$ cat config.mk
export PLATFORM = sky130hd
export DESIGN_NAME = wdt_wake_ctrl
export DESIGN_NICKNAME = d
export VERILOG_FILES = /design/src/rtl/wdt_wake_pkg.sv /design/src/rtl/wdt_wake_ctrl.sv
export SDC_FILE = /design/constraint.sdc
export NUM_CORES = 1
export LEC_CHECK = 0
export BUFFER_PORTS_ARGS = -buffer_cell sky130_fd_sc_hd__buf_2
export CORE_ASPECT_RATIO = 1.75
export CORE_MARGIN = 8
export CORE_UTILIZATION = 45
export CTS_CLUSTER_SIZE = 10
export DETAILED_ROUTE_END_ITERATION = 7
export PLACE_DENSITY = 0.65
export SLEW_MARGIN = 20
export SYNTH_ARGS = -nofsm -noshare
export SYNTH_HDL_FRONTEND = slang
export SYNTH_SLANG_ARGS = --single-unit
$ cat constraint.sdc
create_clock -name clk_sys -period 6.2 [get_ports clk_sys]
set_input_delay 0.62 -clock clk_sys [delete_from_list [all_inputs] [get_ports clk_sys]]
set_output_delay 0.62 -clock clk_sys [all_outputs]
set_load 0.02 [all_outputs]
$ cat src/rtl/wdt_wake_pkg.sv
// Purpose: shared constants and carrier types for the watchdog and wake-up control
// Assumes: one system clock, configuration held on static input pins
// Notes: widths and counts live here so the block and its bench agree
package wdt_wake_pkg;

  // ----------------------------------------------------------------
  // software enable code
  // ----------------------------------------------------------------
  localparam logic [3:0] soft_disable_code = 4'h000a; // 1010 stops the watchdog
  localparam logic [3:0] soft_code_reset = 4'h000a;   // power-on value of the code

  // ----------------------------------------------------------------
  // divider chain and timing
  // ----------------------------------------------------------------
  localparam int chain_width = 16;          // longest division is 2^16
  localparam int min_div_exp = 13;          // shortest division is 2^13
  localparam int sys_div = 4;               // slow clock option is system clock / 4
  localparam int wake_delay_periods = 1024; // system clock periods after a port, interrupt or overflow wake
  localparam int irq_extra_cycles = 1;      // added before interrupt service entry

  // selectors on the configuration pins
  localparam logic src_sub = 1'b0;   // slow clock from the 32 kHz sub clock
  localparam logic src_sys = 1'b1;   // slow clock from the system clock / 4
  localparam logic clr_single = 1'b0;
  localparam logic clr_paired = 1'b1;

  // static configuration options grouped together
  typedef struct packed {
    logic wdt_allowed;       // configuration enables the watchdog function
    logic clock_source;      // src_sub or src_sys
    logic clear_mode;        // clr_single or clr_paired
    logic [1:0] period_sel;  // 0 -> 2^13 ... 3 -> 2^16
  } cfg_type;

  // instruction strobes from the decoder, one cycle each
  typedef struct packed {
    logic single_watchdog_clear_instr;
    logic paired_clear_first_instr;
    logic paired_clear_second_instr;
    logic halt;
  } instr_type;

  // wake-up phases
  typedef enum logic [1:0] {
    st_run,
    st_down,
    st_wait,
    st_irq
  } phase_type;

endpackage

$ cat src/rtl/wdt_wake_ctrl.sv
// Purpose: watchdog timer with power-down wake-up control of an 8-bit controller core
// Assumes: inputs synchronous to clk_sys; slow clock tick arrives as a one-cycle strobe
// Notes: wake and overflow resets are one-cycle pulses, pin resets last while held low, all outputs registered except powered_down, decoded from the phase
//
// Functional notes
// RULE1 - counter clocked by sub clock or sysclk/4
// RULE2 - only code 1010 disables the watchdog
// RULE3 - enable code powers up as 1010
// RULE4 - function disabled: watchdog instructions do nothing
// RULE5 - time-out divides by 2^13 up to 2^16
// RULE6 - clear resets only the last divider stage
// RULE7 - overflow while running: device reset, time-out flag
// RULE8 - overflow while down: flag, reset pc and sp
// RULE9 - reset pin, clear instructions, halt clear count
// RULE10 - option picks single or paired clear
// RULE11 - paired clear needs both halves executed
// RULE12 - sysclk/4 source stops counting when down
// RULE13 - wake on reset, port fall, interrupt, overflow
// RULE14 - reset wake full reset, overflow wake watchdog reset
// RULE15 - down flag: cleared by power-up/clear, set by halt
// RULE16 - per-pin falling wake enable, resume after halt
// RULE17 - disabled or stack full: resume, keep pending
// RULE18 - enabled with stack room: normal interrupt response
// RULE19 - flag already set at halt cannot wake
// RULE20 - wait 1024 system clocks after any wake; the code skips the wait on a reset pin wake
// RULE21 - interrupt entry delayed one more cycle
// RULE22 - halt sets down flag, clears time-out flag
// RULE23 - halt clears watchdog; sysclk source stops it
// RULE24 - any device reset clears the whole chain
`timescale 1ns/1ps

module wdt_wake_ctrl #(
  parameter int port_width = 8,
  parameter int irq_count = 4,
  parameter int wake_delay = wdt_wake_pkg::wake_delay_periods
) (
  input wire logic clk_sys,
  input wire logic rst,                            // power-on reset
  input wire wdt_wake_pkg::cfg_type cfg,           // static configuration options
  input wire logic sub_tick,                       // one strobe per 32 kHz sub clock edge
  input wire logic external_reset_pin_n,           // low level resets the device
  input wire wdt_wake_pkg::instr_type instr,       // decoder strobes
  input wire logic [3:0] watchdog_soft_enable_code_wr, // new code value
  input wire logic watchdog_soft_enable_code_we,   // write strobe for the code
  input wire logic [port_width-1:0] port_pins,     // first-port pin levels
  input wire logic [port_width-1:0] port_wake_en,  // per-pin wake option
  input wire logic [irq_count-1:0] irq_req,        // interrupt request flags
  input wire logic [irq_count-1:0] irq_en,         // interrupt enables
  input wire logic stack_full,                     // no free stack level
  output logic [3:0] watchdog_soft_enable_code,    // current code readback
  output logic timeout_status_flag,
  output logic powerdown_status_flag,
  output logic powered_down,                       // core clock held
  output logic device_reset,                       // full reset pulse
  output logic pc_sp_reset,                        // pc and stack pointer reset pulse
  output logic resume_next,                        // pulse: run instruction after halt
  output logic irq_service,                        // pulse: take interrupt response
  output logic [15:0] wdt_count                    // divider chain readback
);

  // ----------------------------------------------------------------
  // parameter checks
  // ----------------------------------------------------------------
  if (port_width < 1 || irq_count < 1 || wake_delay < 1 || wake_delay > 65535) begin : g_bad
    $error("wdt_wake_ctrl: unsupported parameter value");
  end

  // ----------------------------------------------------------------
  // state
  // ----------------------------------------------------------------
  typedef struct packed {
    wdt_wake_pkg::phase_type phase;            // run, down, wake wait, irq extra
    logic [15:0] chain;                        // watchdog divider chain
    logic [1:0] pre;                           // sysclk/4 prescaler
    logic [3:0] code;                          // software enable code
    logic pair_first;                          // first half of pair seen
    logic pair_second;                         // second half of pair seen
    logic to_flag;
    logic pd_flag;
    logic [port_width-1:0] pins_q;             // previous pin levels
    logic [irq_count-1:0] masked;              // requests set before halt
    logic [15:0] wait_cnt;                     // wake delay counter
    logic wake_irq;                            // wake came from an interrupt
    logic take_irq;                            // serve it after the wait
    logic dev_rst;
    logic pcsp_rst;
    logic resume;
    logic service;
  } state_type;

  state_type cur;        // registered state
  state_type next_cur;   // combinational next value

  // selected top bit of the chain for the chosen period
  function automatic logic tap_bit(input logic [15:0] c, input logic [1:0] sel);
    tap_bit = c[wdt_wake_pkg::min_div_exp - 1 + int'(sel)];
  endfunction

  // decoded helpers
  logic wdt_on;        // watchdog actually counting
  logic slow_tick;     // one watchdog clock tick
  logic overflow;      // chain reached the selected length
  logic sw_clear;      // clear instruction accepted
  logic [port_width-1:0] port_fall;
  logic [irq_count-1:0] new_irq;
  logic [16:0] chain_inc;

  // ----------------------------------------------------------------
  // next state
  // ----------------------------------------------------------------
  always_comb begin
    next_cur = cur;
    next_cur.dev_rst = 1'b0;
    next_cur.pcsp_rst = 1'b0;
    next_cur.resume = 1'b0;
    next_cur.service = 1'b0;
    next_cur.pins_q = port_pins;

    // only the exact code stops it; the option must allow it too
    wdt_on = cfg.wdt_allowed && (cur.code != wdt_wake_pkg::soft_disable_code); // see RULE2

    // slow clock: sys/4 prescaler halts with the core clock when down
    slow_tick = 1'b0;
    if (cfg.clock_source == wdt_wake_pkg::src_sub) begin
      slow_tick = sub_tick;                                              // see RULE1
    end else if (cur.phase != wdt_wake_pkg::st_down) begin
      next_cur.pre = cur.pre + 2'd1;                                     // see RULE12
      slow_tick = (cur.pre == 2'(wdt_wake_pkg::sys_div - 1));           // see RULE1
    end

    chain_inc = {1'b0, cur.chain} + 17'd1;
    overflow = wdt_on && slow_tick && tap_bit(cur.chain, cfg.period_sel) &&
               (cur.chain[wdt_wake_pkg::min_div_exp-2:0] ==
                {(wdt_wake_pkg::min_div_exp-1){1'b1}}) &&
               ((cur.chain >> (wdt_wake_pkg::min_div_exp - 1)) ==
                (16'hffff >> (wdt_wake_pkg::min_div_exp - 1 + 3 - int'(cfg.period_sel))));
    if (wdt_on && slow_tick) begin
      next_cur.chain = chain_inc[15:0];                                  // see RULE5
    end

    // software clears; all ignored when the function is off
    sw_clear = 1'b0;
    if (cfg.wdt_allowed) begin                                           // see RULE4
      if (cfg.clear_mode == wdt_wake_pkg::clr_single) begin
        sw_clear = instr.single_watchdog_clear_instr;                    // see RULE10
      end else begin
        // repeating the same half only re-marks it
        if (instr.paired_clear_first_instr) begin
          next_cur.pair_first = 1'b1;
        end
        if (instr.paired_clear_second_instr) begin
          next_cur.pair_second = 1'b1;
        end
        if (next_cur.pair_first && next_cur.pair_second) begin
          sw_clear = 1'b1;                                               // see RULE11
          next_cur.pair_first = 1'b0;
          next_cur.pair_second = 1'b0;
        end
      end
      if (watchdog_soft_enable_code_we) begin
        next_cur.code = watchdog_soft_enable_code_wr;
      end
    end
    if (sw_clear) begin
      // last stage only: residual low bits keep running
      next_cur.chain[15:wdt_wake_pkg::min_div_exp-1] = '0;               // see RULE6
      next_cur.pd_flag = 1'b0;                                           // see RULE15
    end

    port_fall = cur.pins_q & ~port_pins & port_wake_en;                  // see RULE16
    new_irq = irq_req & ~cur.masked;                                     // see RULE19

    case (cur.phase)
      wdt_wake_pkg::st_run: begin
        if (overflow) begin
          next_cur.dev_rst = 1'b1;                                       // see RULE7
          next_cur.to_flag = 1'b1;
          next_cur.chain = '0;                                           // see RULE24
        end else if (instr.halt) begin
          next_cur.phase = wdt_wake_pkg::st_down;
          next_cur.pd_flag = 1'b1;                                       // see RULE22
          next_cur.to_flag = 1'b0;
          next_cur.chain[15:wdt_wake_pkg::min_div_exp-1] = '0;           // see RULE23
          next_cur.masked = irq_req;                                     // see RULE19
        end
      end
      wdt_wake_pkg::st_down: begin
        next_cur.masked = cur.masked & irq_req;
        if (overflow) begin
          next_cur.to_flag = 1'b1;                                       // see RULE8
          next_cur.pcsp_rst = 1'b1;                                      // see RULE14
          next_cur.chain = '0;
          next_cur.phase = wdt_wake_pkg::st_wait;
          next_cur.wake_irq = 1'b0;
          next_cur.wait_cnt = '0;
        end else if ((|port_fall) || (|new_irq)) begin                   // see RULE13
          next_cur.phase = wdt_wake_pkg::st_wait;
          next_cur.wake_irq = |new_irq;
          // served only if enabled and stack has room, else stays pending
          next_cur.take_irq = (|(new_irq & irq_en)) && !stack_full;      // see RULE17
          next_cur.wait_cnt = '0;
        end
      end
      wdt_wake_pkg::st_wait: begin
        next_cur.wait_cnt = cur.wait_cnt + 16'd1;
        if (cur.wait_cnt == 16'(wake_delay - 1)) begin                   // see RULE20
          if (cur.wake_irq && cur.take_irq) begin
            next_cur.phase = wdt_wake_pkg::st_irq;                       // see RULE21
          end else begin
            next_cur.phase = wdt_wake_pkg::st_run;
            next_cur.resume = 1'b1;                                      // see RULE16
          end
        end
      end
      wdt_wake_pkg::st_irq: begin
        next_cur.phase = wdt_wake_pkg::st_run;
        next_cur.service = 1'b1;                                         // see RULE18
        next_cur.take_irq = 1'b0;
      end
      default: begin
        next_cur.phase = wdt_wake_pkg::st_run;
      end
    endcase

    // low level on the reset pin: full reset, count cleared, wakes if down
    if (!external_reset_pin_n) begin
      next_cur.phase = wdt_wake_pkg::st_run;                             // see RULE14
      next_cur.chain = '0;                                               // see RULE9
      next_cur.pre = '0;
      next_cur.dev_rst = 1'b1;
      next_cur.pair_first = 1'b0;
      next_cur.pair_second = 1'b0;
    end
  end

  // ----------------------------------------------------------------
  // state register
  // ----------------------------------------------------------------
  always_ff @(posedge clk_sys or posedge rst) begin
    if (rst) begin
      cur <= '0;                                                         // see RULE24
      cur.code <= wdt_wake_pkg::soft_code_reset;                         // see RULE3
      cur.phase <= wdt_wake_pkg::st_run;
    end else begin
      cur <= next_cur;
    end
  end

  // outputs straight from the state flops, except powered_down, decoded from the phase
  assign watchdog_soft_enable_code = cur.code;
  assign timeout_status_flag = cur.to_flag;
  assign powerdown_status_flag = cur.pd_flag;
  assign powered_down = (cur.phase != wdt_wake_pkg::st_run);
  assign device_reset = cur.dev_rst;
  assign pc_sp_reset = cur.pcsp_rst;
  assign resume_next = cur.resume;
  assign irq_service = cur.service;
  assign wdt_count = cur.chain;

  // ----------------------------------------------------------------
  // checks
  // ----------------------------------------------------------------
  a_code_reset_val: assert property (@(posedge clk_sys) $fell(rst) |->
    cur.code == wdt_wake_pkg::soft_code_reset) else $error("code not 1010"); // see RULE3
  a_halt_flags: assert property (@(posedge clk_sys) disable iff (rst)
    cur.phase == wdt_wake_pkg::st_run && instr.halt && !overflow && external_reset_pin_n
    |=> cur.pd_flag && !cur.to_flag) else $error("halt flags wrong"); // see RULE22
  a_disabled_hold: assert property (@(posedge clk_sys) disable iff (rst)
    cur.code == wdt_wake_pkg::soft_disable_code |=> $stable(cur.chain) || $fell(rst)
    || !external_reset_pin_n || $past(instr.halt) || $past(sw_clear))
    else $error("chain moved while disabled"); // see RULE2
  a_func_off_nop: assert property (@(posedge clk_sys) disable iff (rst)
    !cfg.wdt_allowed |=> $stable(cur.code)) else $error("code changed when off"); // see RULE4
  a_run_overflow: assert property (@(posedge clk_sys) disable iff (rst)
    cur.phase == wdt_wake_pkg::st_run && overflow |=> device_reset && timeout_status_flag)
    else $error("overflow no reset"); // see RULE7
  a_down_overflow: assert property (@(posedge clk_sys) disable iff (rst)
    cur.phase == wdt_wake_pkg::st_down && overflow && external_reset_pin_n
    |=> pc_sp_reset && !device_reset && timeout_status_flag)
    else $error("down overflow wrong"); // see RULE8
  a_sys_stop: assert property (@(posedge clk_sys) disable iff (rst)
    cfg.clock_source == wdt_wake_pkg::src_sys && cur.phase == wdt_wake_pkg::st_down
    |-> !slow_tick) else $error("counting while down"); // see RULE12
  a_pair_both: assert property (@(posedge clk_sys) disable iff (rst)
    cfg.clear_mode == wdt_wake_pkg::clr_paired && !cur.pair_second
    && !instr.paired_clear_second_instr |-> !sw_clear)
    else $error("pair cleared early"); // see RULE11
  a_irq_extra: assert property (@(posedge clk_sys) disable iff (rst)
    cur.phase == wdt_wake_pkg::st_irq && external_reset_pin_n |=> irq_service && !resume_next)
    else $error("irq entry not delayed"); // see RULE21

endmodule

==> run summary, run 1 <==
The synthesized area divided by synthesized cell count is 9.35 um2, and the final setup skew is 4.76 ps. Setup slack on the worst reg-to-reg path comes out at 3100 ps. The most common cell after layout, fill and taps aside was buf_2.

The post-synthesis instance area was 3250 um2. The run gives 1.73 nW as the leakage power of the design. The tools report the total wire length as 7840 um.

The clock transition at the registers of the reported paths is 50 ps. The number of different library cells used by synthesis comes to 48. The final period demand of the worst path is 3100 ps.

For the maximum clock path buffer count, the log shows 2. Static timing analysis puts the maximum clock frequency at 322 MHz. During I/O placement, the number of pins put on the boundary was 70. Summed over all layers, the global routing overflow is 0. STA classifies the critical path startpoint as a flop.

Along the worst path, the maximum fanout reaches 18. The post-synthesis instance total is 348, and the initial antenna violation count is 0. The first global-routing pass estimated 12700 um of wire. The tools report the required time reported for the critical path endpoint as 6370 ps. The tools report the number of failing hold endpoints at the final stage as 0. Detailed placer's ending HPWL: 5780 um. The net count of the mapped netlist came out at 394.

The total internal power is 0.852 mW, and the maximum level of the CTS H-tree is 3. Switching power of the nets: 0.288 mW. Ranked by total cell area, the synthesized netlist is headed by dfrtp_1, buf_4, nand2_1. Across every metal layer, demand over resource in global routing totals 15.9%. The remaining number of nets flagged by the antenna check after routing is 0, and the count of clock tree sinks is 62. The floorplan step defined a die boundary enclosing 10300 um2. The first detailed-routing pass took 6 iterations.

In this run the worst setup path terminates at cur[9]$_DFFE_PP0P_. The DRC violations left came out at 0. Area of the core: 7130 um2. In this run, post-CTS hold repair placed 0 buffers.

The flow ran to the end, and the final reports show no timing, DRC or antenna violations. The number of filler instances in the final layout is 652, and the number of warnings printed during yosys synthesis is 0. The number of gates resized after CTS was 0. The critical path arrival is 3270 ps. The proportion of total power due to net switching is 25.3%, and the final max-slew violation count is 0.

In this run the tool buffered the top-level ports with 69 buffer cells. Adding up every negative setup slack in the final design gives 0 ps. The most area-hungry cell type in the Yosys netlist was dfrtp_1. The number of cells on the worst reg-to-reg path is 5. VDD sags by at most 208 uV.

The worst setup path is captured at a flop. For the share of power burned in combinational logic, the log shows 11.9%. In this run the vertical extent of the chip is 128 um.

For the pin with the worst max-slew slack, the measured transition is 975 ps. From synthesis to final layout, the design area changed by 18.2%. Setup violations remaining at the end of the flow were counted as 0.

Measured on the finished design, the core utilization comes to 53.9%. The startpoint identified for the worst register-to-register timing path is cur[61]$_DFFE_PP0P_. The number of antenna diodes in the final layout is 0. The library cells used most frequently in the layout, excluding fill and tap cells, are buf_2, dfrtp_1, nand2_1. The proportion of netlist area held by the largest area contributor is 46.2%, and the buffer count from post-CTS setup fixing is 0.

The fraction of final layout cells sized beyond drive strength 1 is 25.2%. Setup repair after global routing left no endpoint under its margin. The run gives 63 as the maximum number of pins on one net before global-route repair. Of all flip-flops after synthesis, the portion carrying an async set or reset was 100%. Dividing total power by cell area gives a power density of 296 nW/um2. Across the run, the number of max-cap violations was 0. The detailed-route vias per instance is 5.47, and the portion of the clock cycle consumed by the worst path in the final layout is 50.0%. For the worst-skew pair, the clock arrives at the later sink with an insertion delay of 330 ps.

The worst register-to-register path ends at cur[9]$_DFFE_PP0P_. From left edge to right edge, the die measures 80.3 um. In this run, the number of DRC markers left after iteration 0 of detailed routing was 178.

In this run the clock root is driven by a clkbuf_16. The critical path starts at cur[61]$_DFFE_PP0P_. The final route contains 2681 vias. The run gives 40.8% as the sequential cell fraction of total power. In the final routed layout, each cell accounts on average for 16.0 um. For this run, the post-layout net count is 445.

The run gives 2617 as the number of global-route vias before repair. Class of the tightest hold or removal check: input pin to flop. The number of cell rows is 41. The congestion estimate from routability-driven global placement came to 0.808. The logs give 34.8% for the worst relative slew slack and 47.8% for the sequential-to-total area share from yosys stat. For this run, the leading register cell type out of synthesis is dfrtp_1. In this run, CTS created clock tree buffers numbering 9. The synthesized design contains 0 enable-type register cells. TritonCTS built the clock tree. The register bit count reported by yosys was 62. The startpoint-to-endpoint class of the critical path is flop to flop.

Once the floorplan was initialized, standard cells occupied 45.6% of the core. Per report_power, the clock group accounts for 47.3% of the total.
[area by class of cell]
cell class	count	area, um2	area share, %
inverter	12	45.0	1.17
multi-input combinational	243	1460	37.8
sequential	62	1550	40.4
timing repair buffer	71	360	9.37
clock buffer	10	239	6.21
tap	86	108	2.80
clock inverter	6	85.1	2.21
[state kept, by name, indices dropped and copies added, names as in the netlist]
register,cells
watchdog_soft_enable_code,4
device_reset,1
timeout_status_flag,1
pc_sp_reset,1
irq_service,1
powerdown_status_flag,1
cur,36
resume_next,1
wdt_count,16
[critical path, cell delays in order (launching register included)]
cell and delay, ps:
dfrtp_1 560, nor2b_1 170, o21ai_1 660, o2111ai_2 560
a21oi_2 770, o21ai_0 220
[kinds of logic after synthesis]
logic type	count (synthesis)	share of synthesized area, %
AO/OA/AOI/OAI	67	13.2
XOR/XNOR	14	3.77
adder cells (fa/ha/maj)	3	1.15
buffers and inverters	43	7.50
flip-flops	62	47.8
multiplexers	6	2.00
AND/OR/NAND/NOR	153	24.6
[layer usage]
layer  GRT usage, %  up-vias  wire length, um  part of all wire (%)
li1               -     1319                -                     -
met1           16.3     1298             2940                    38
met2           28.1       51             4320                    55
met3           4.47       13              363                   4.6
met4           8.51        0              213                   2.7
met5              0        -                0                     0
[Yosys cell counts, types with 6 or more instances]
master    count
nand4_1      16
nor2_1       27
nor2b_1       7
or3_1         6
and3_1        8
a21oi_1      13
and2_1        6
nand2_1      37
nand3b_1      9
buf_4        21
inv_1        12
nand3_1      14
clkbuf_1      6
o21ai_0      23
dfrtp_1      60
xor2_1       13
[through the flow]
stage          area (um2)  worst slack, ps  cells  hold slack, ps  power [mW]
4_1_cts              3850             3110    490             395        1.15
3_3_place_gp         3520             3190    474             474       0.605
6_report             3850             3100    490             404        1.14
5_1_grt              3850             2860    490             395        1.19
3_5_place_dp         3520             3080    474             466       0.610
2_1_floorplan        3250             4040    348             471       0.564
[worst min path at each step]
stage / to / cells past startpoint / slack [ps] / startpoint
finish: cur[29]$_DFF_PP0_ / 1 / 400 / port_pins[3]
global route: cur[27]$_DFF_PP0_ / 1 / 400 / port_pins[1]
CTS: cur[29]$_DFF_PP0_ / 1 / 400 / port_pins[3]
detailed placement: powerdown_status_flag$_DFF_PP0_ / 2 / 470 / powerdown_status_flag$_DFF_PP0_
global placement: powerdown_status_flag$_DFF_PP0_ / 2 / 470 / powerdown_status_flag$_DFF_PP0_
floorplan: cur[22]$_DFFE_PP0P_ / 1 / 470 / cur[22]$_DFFE_PP0P_
[power groups by stage]
stage | Clock, mW | Combinational (mW) | Sequential [mW]
2_1_floorplan | 0 | 0.0993 | 0.465
3_3_place_gp | 0 | 0.134 | 0.471
3_5_place_dp | 0 | 0.138 | 0.472
4_1_cts | 0.550 | 0.138 | 0.465
5_1_grt | 0.572 | 0.150 | 0.471
6_report | 0.539 | 0.136 | 0.465
Note: power is estimated with default switching activity, not from simulation.
==> inputs of run 2 (changes only) <==
--- a/config.mk
+++ b/config.mk
@@ -11,7 +11,7 @@
 export CORE_UTILIZATION = 45
 export CTS_CLUSTER_SIZE = 10
 export DETAILED_ROUTE_END_ITERATION = 7
-export PLACE_DENSITY = 0.65
+export PLACE_DENSITY = 0.68
 export SLEW_MARGIN = 20
 export SYNTH_ARGS = -nofsm -noshare
 export SYNTH_HDL_FRONTEND = slang
==> constraint.sdc (replaced) <==
create_clock -name clk_sys -period 2.6 [get_ports clk_sys]
set_input_delay 0.26 -clock clk_sys [delete_from_list [all_inputs] [get_ports clk_sys]]
set_output_delay 0.26 -clock clk_sys [all_outputs]
set_load 0.02 [all_outputs]
==> run 2 against run 1 <==
Critical path depth unchanged. Sequential share of layout area down 0.22 points. Global-route usage up 0.31 points. Utilization up 0.30 points. Final area up 0.55%. Highest routed layer unchanged. Clock skew up 1.7 ps. Combinational power rose to 2.6 times the previous value. First-iteration DRC count down 2.2%. Die area unchanged. Count of clock-buffer cells in the layout up 5. Final cell count up 1.6%. Sequential power up 140%.
==> run summary, run 2 (same netlist as run 1, synthesis figures left out) <==
For the detailed placer's ending HPWL, the log shows 6160 um (+6.5%). The maximum level of the CTS H-tree is 3 (unchanged), and the transition time at the pin with the least slew margin is 795 ps (-181 ps). Class of the tightest hold or removal check: input pin to flop. The power per standard cell area came out at 654 nW/um2 (+120%).

The run gives 13100 um (+3.6%) as the wire length of the first global-routing pass. The tools report the total congestion overflow as 0 (unchanged). The logs give 0 (unchanged) for the count of antenna diodes in the layout and 2 (unchanged) for the maximum clock path buffer count. The worst relative slew slack is 47.0% (+12 points), and the buffer count from post-CTS setup fixing is 0 (unchanged).

Depth of the worst register-to-register path: 5 (unchanged). In this design, the largest share of critical-path delay is due to compound AO/OA/AOI/OAI gates. The horizontal die dimension came out at 80.3 um (unchanged). Setup repair after global routing left no endpoint under its margin.

The logs give 16.2% (+0.31 points) for the global router's overall resource usage and 288 ps (-2810 ps) for the worst setup slack after layout. TritonCTS built the clock tree. The instance count after placement with tap cells included was 482 (+1.7%).

The run gives 0 (unchanged) as the initial antenna violation count. The number of gates on the worst path with buffers counted is 5 (unchanged), and the total wire length is 7920 um (+1.0%). The total negative slack for setup checks was 0 ps (unchanged); the starting DRC count in detailed routing was 174 (-2.2%).

Final cell utilization of the core: 54.2% (+0.30 points). The run finished with clean final reports. The peak clock frequency supported by timing came out at 433 MHz (+34%).

The detailed-route vias per instance came out at 5.54 (+1.3%). Via count: 2761 (+3.0%). The kind of capture point of the worst setup path is a flop. The count of port buffers added during placement was 69 (unchanged). The tools report the count of clock tree sinks as 62 (unchanged). The clock transition at the registers of the reported paths came out at 50 ps (about the same). The slowest stage of the critical path is the or4_1 cell.

The number of cell rows is 41 (unchanged), and the required time reported for the critical path endpoint is 2810 ps (-3560 ps). The number of clock buffers inserted by TritonCTS was 9 (unchanged); the layout-stage area growth over the synthesis result was 18.9%. The average wire per cell in the routed design was 15.9 um (-0.58%).

The maximum VDD drop is 397 uV (+91%). The buffers plus inverters on the worst setup path was 0 (unchanged). The instance count along the most critical hold path was 1 (unchanged). The final period demand of the worst path came out at 2310 ps (-791 ps).

The tools report the post-cts resize count as 0 (unchanged). The signal on the critical path passes through or4_1 > mux2i_1 > o2111ai_2 > o211ai_1 > o21ba_2. The maximum fanout along the worst path is 16 (-2). The most common cell after layout, fill and taps aside was buf_2. For the maximum number of pins on one net before global-route repair, the log shows 37 (-41%). The flip-flop count of the largest register after layout works out to 36 (unchanged). STA classifies the critical path startpoint as a flop. The number of global-route vias before repair is 2823 (+7.9%), and the die outline height is 128 um (unchanged). The starting utilization of the core area is 45.6% (unchanged). The area of the core was 7130 um2 (unchanged). Clock insertion delay at the later pin of the skew report: 320 ps (about the same). The worst setup path is of the flop to flop kind. The delay of the slowest cell on the worst path is 520 ps (-250 ps). For the number of failing hold endpoints at the final stage, the log shows 0 (unchanged). The count of final setup violators came out at 0 (unchanged).

DRC violations left: 0 (unchanged). Register name with the most flops: cur. The final cell count without fillers was 498 (+1.6%). The hold-fix buffer count after cts was 0 (unchanged). The number of violations of the max-capacitance limit is 0 (unchanged). The final setup skew was 6.46 ps (+1.70 ps).

The fraction of final layout cells sized beyond drive strength 1 is 25.7% (+0.48 points). Portion of the clock cycle consumed by the worst path in the final layout: 88.9% (+39 points). The overall die area is 10300 um2 (unchanged), and the number of filler instances in the final layout is 665 (+2.0%). Leaving out fill and tap cells, the most frequent cells in the layout are buf_2, dfrtp_1, nand2_1.

For the top-level I/O count, the log shows 70 (unchanged). The flop-to-flop setup slack is 290 ps (-2810 ps). The leakage power of the design was 1.76 nW (+1.4%). The total number of nets in the final design was 453 (+1.8%).

The final max-slew violation count is 0 (unchanged), and the critical path arrival is 2520 ps (-750 ps). The final weighted congestion in routability-driven placement is 0.832 (+3.0%), and the remaining number of nets flagged by the antenna check after routing is 0 (unchanged). The tools report the worst hold slack as 53.0 ps (-351 ps).

The tree is rooted in a clkbuf_16. Worst slack at placement: 282 ps (-2790 ps). The tools report the number of iterations in the first detailed-routing pass as 4 (-2).
==> run 2: changes by cell type in the layout (fill, tap and decap cells not counted), sizes merged <==
cell      delta
bufinv       -2
clkinv       -1
buf          +8
clkinvlp     -2
clkbuf       +5
==> run 2: metrics by stage <==
| stage | area, um2 | power [mW] |
|---|---|---|
| 6_report | 3870 | 2.53 |
| 5_1_grt | 3870 | 2.65 |
| 4_1_cts | 3870 | 2.57 |
| 3_5_place_dp | 3590 | 1.47 |
| 3_3_place_gp | 3590 | 1.46 |
| 2_1_floorplan | 3250 | 1.35 |
==> run 2: layout make-up <==
cell class | instances | area, um2 | share of cell area (%)
sequential | 62 | 1550 | 40.2
multi-input combinational | 243 | 1460 | 37.6
timing repair buffer | 79 | 433 | 11.2
clock buffer | 15 | 268 | 6.92
tap | 86 | 108 | 2.78
inverter | 12 | 45.0 | 1.16
clock inverter | 1 | 5.00 | 0.129
==> run 2: per-layer routing <==
metal / global-route usage (%) / part of all wire [%]
met1: 15.3 / 35
met2: 30.6 / 57
met3: 3.70 / 4.6
met4: 8.84 / 3.0
met5: 0 / 0
==> run 2: worst paths after layout <==
check,to,startpoint
max in group asynchronous,cur[17]$_DFFE_PP0P_,rst
min in group asynchronous,cur[26]$_DFF_PP0_,rst
hold / removal,cur[32]$_DFF_PP0_,port_pins[6]
setup / recovery,wdt_count[14]$_DFF_PP0_,wdt_count[14]$_DFF_PP0_
setup reg to reg,wdt_count[14]$_DFF_PP0_,wdt_count[14]$_DFF_PP0_
hold reg to reg,cur[23]$_DFFE_PP0P_,cur[23]$_DFFE_PP0P_
==> run 2: power by group <==
part	internal, mW	total [mW]	switching, mW
Combinational	0.139	0.347	0.208
Sequential	1.05	1.11	0.0595
Clock	0.695	1.08	0.382
Total	1.88	2.53	0.649
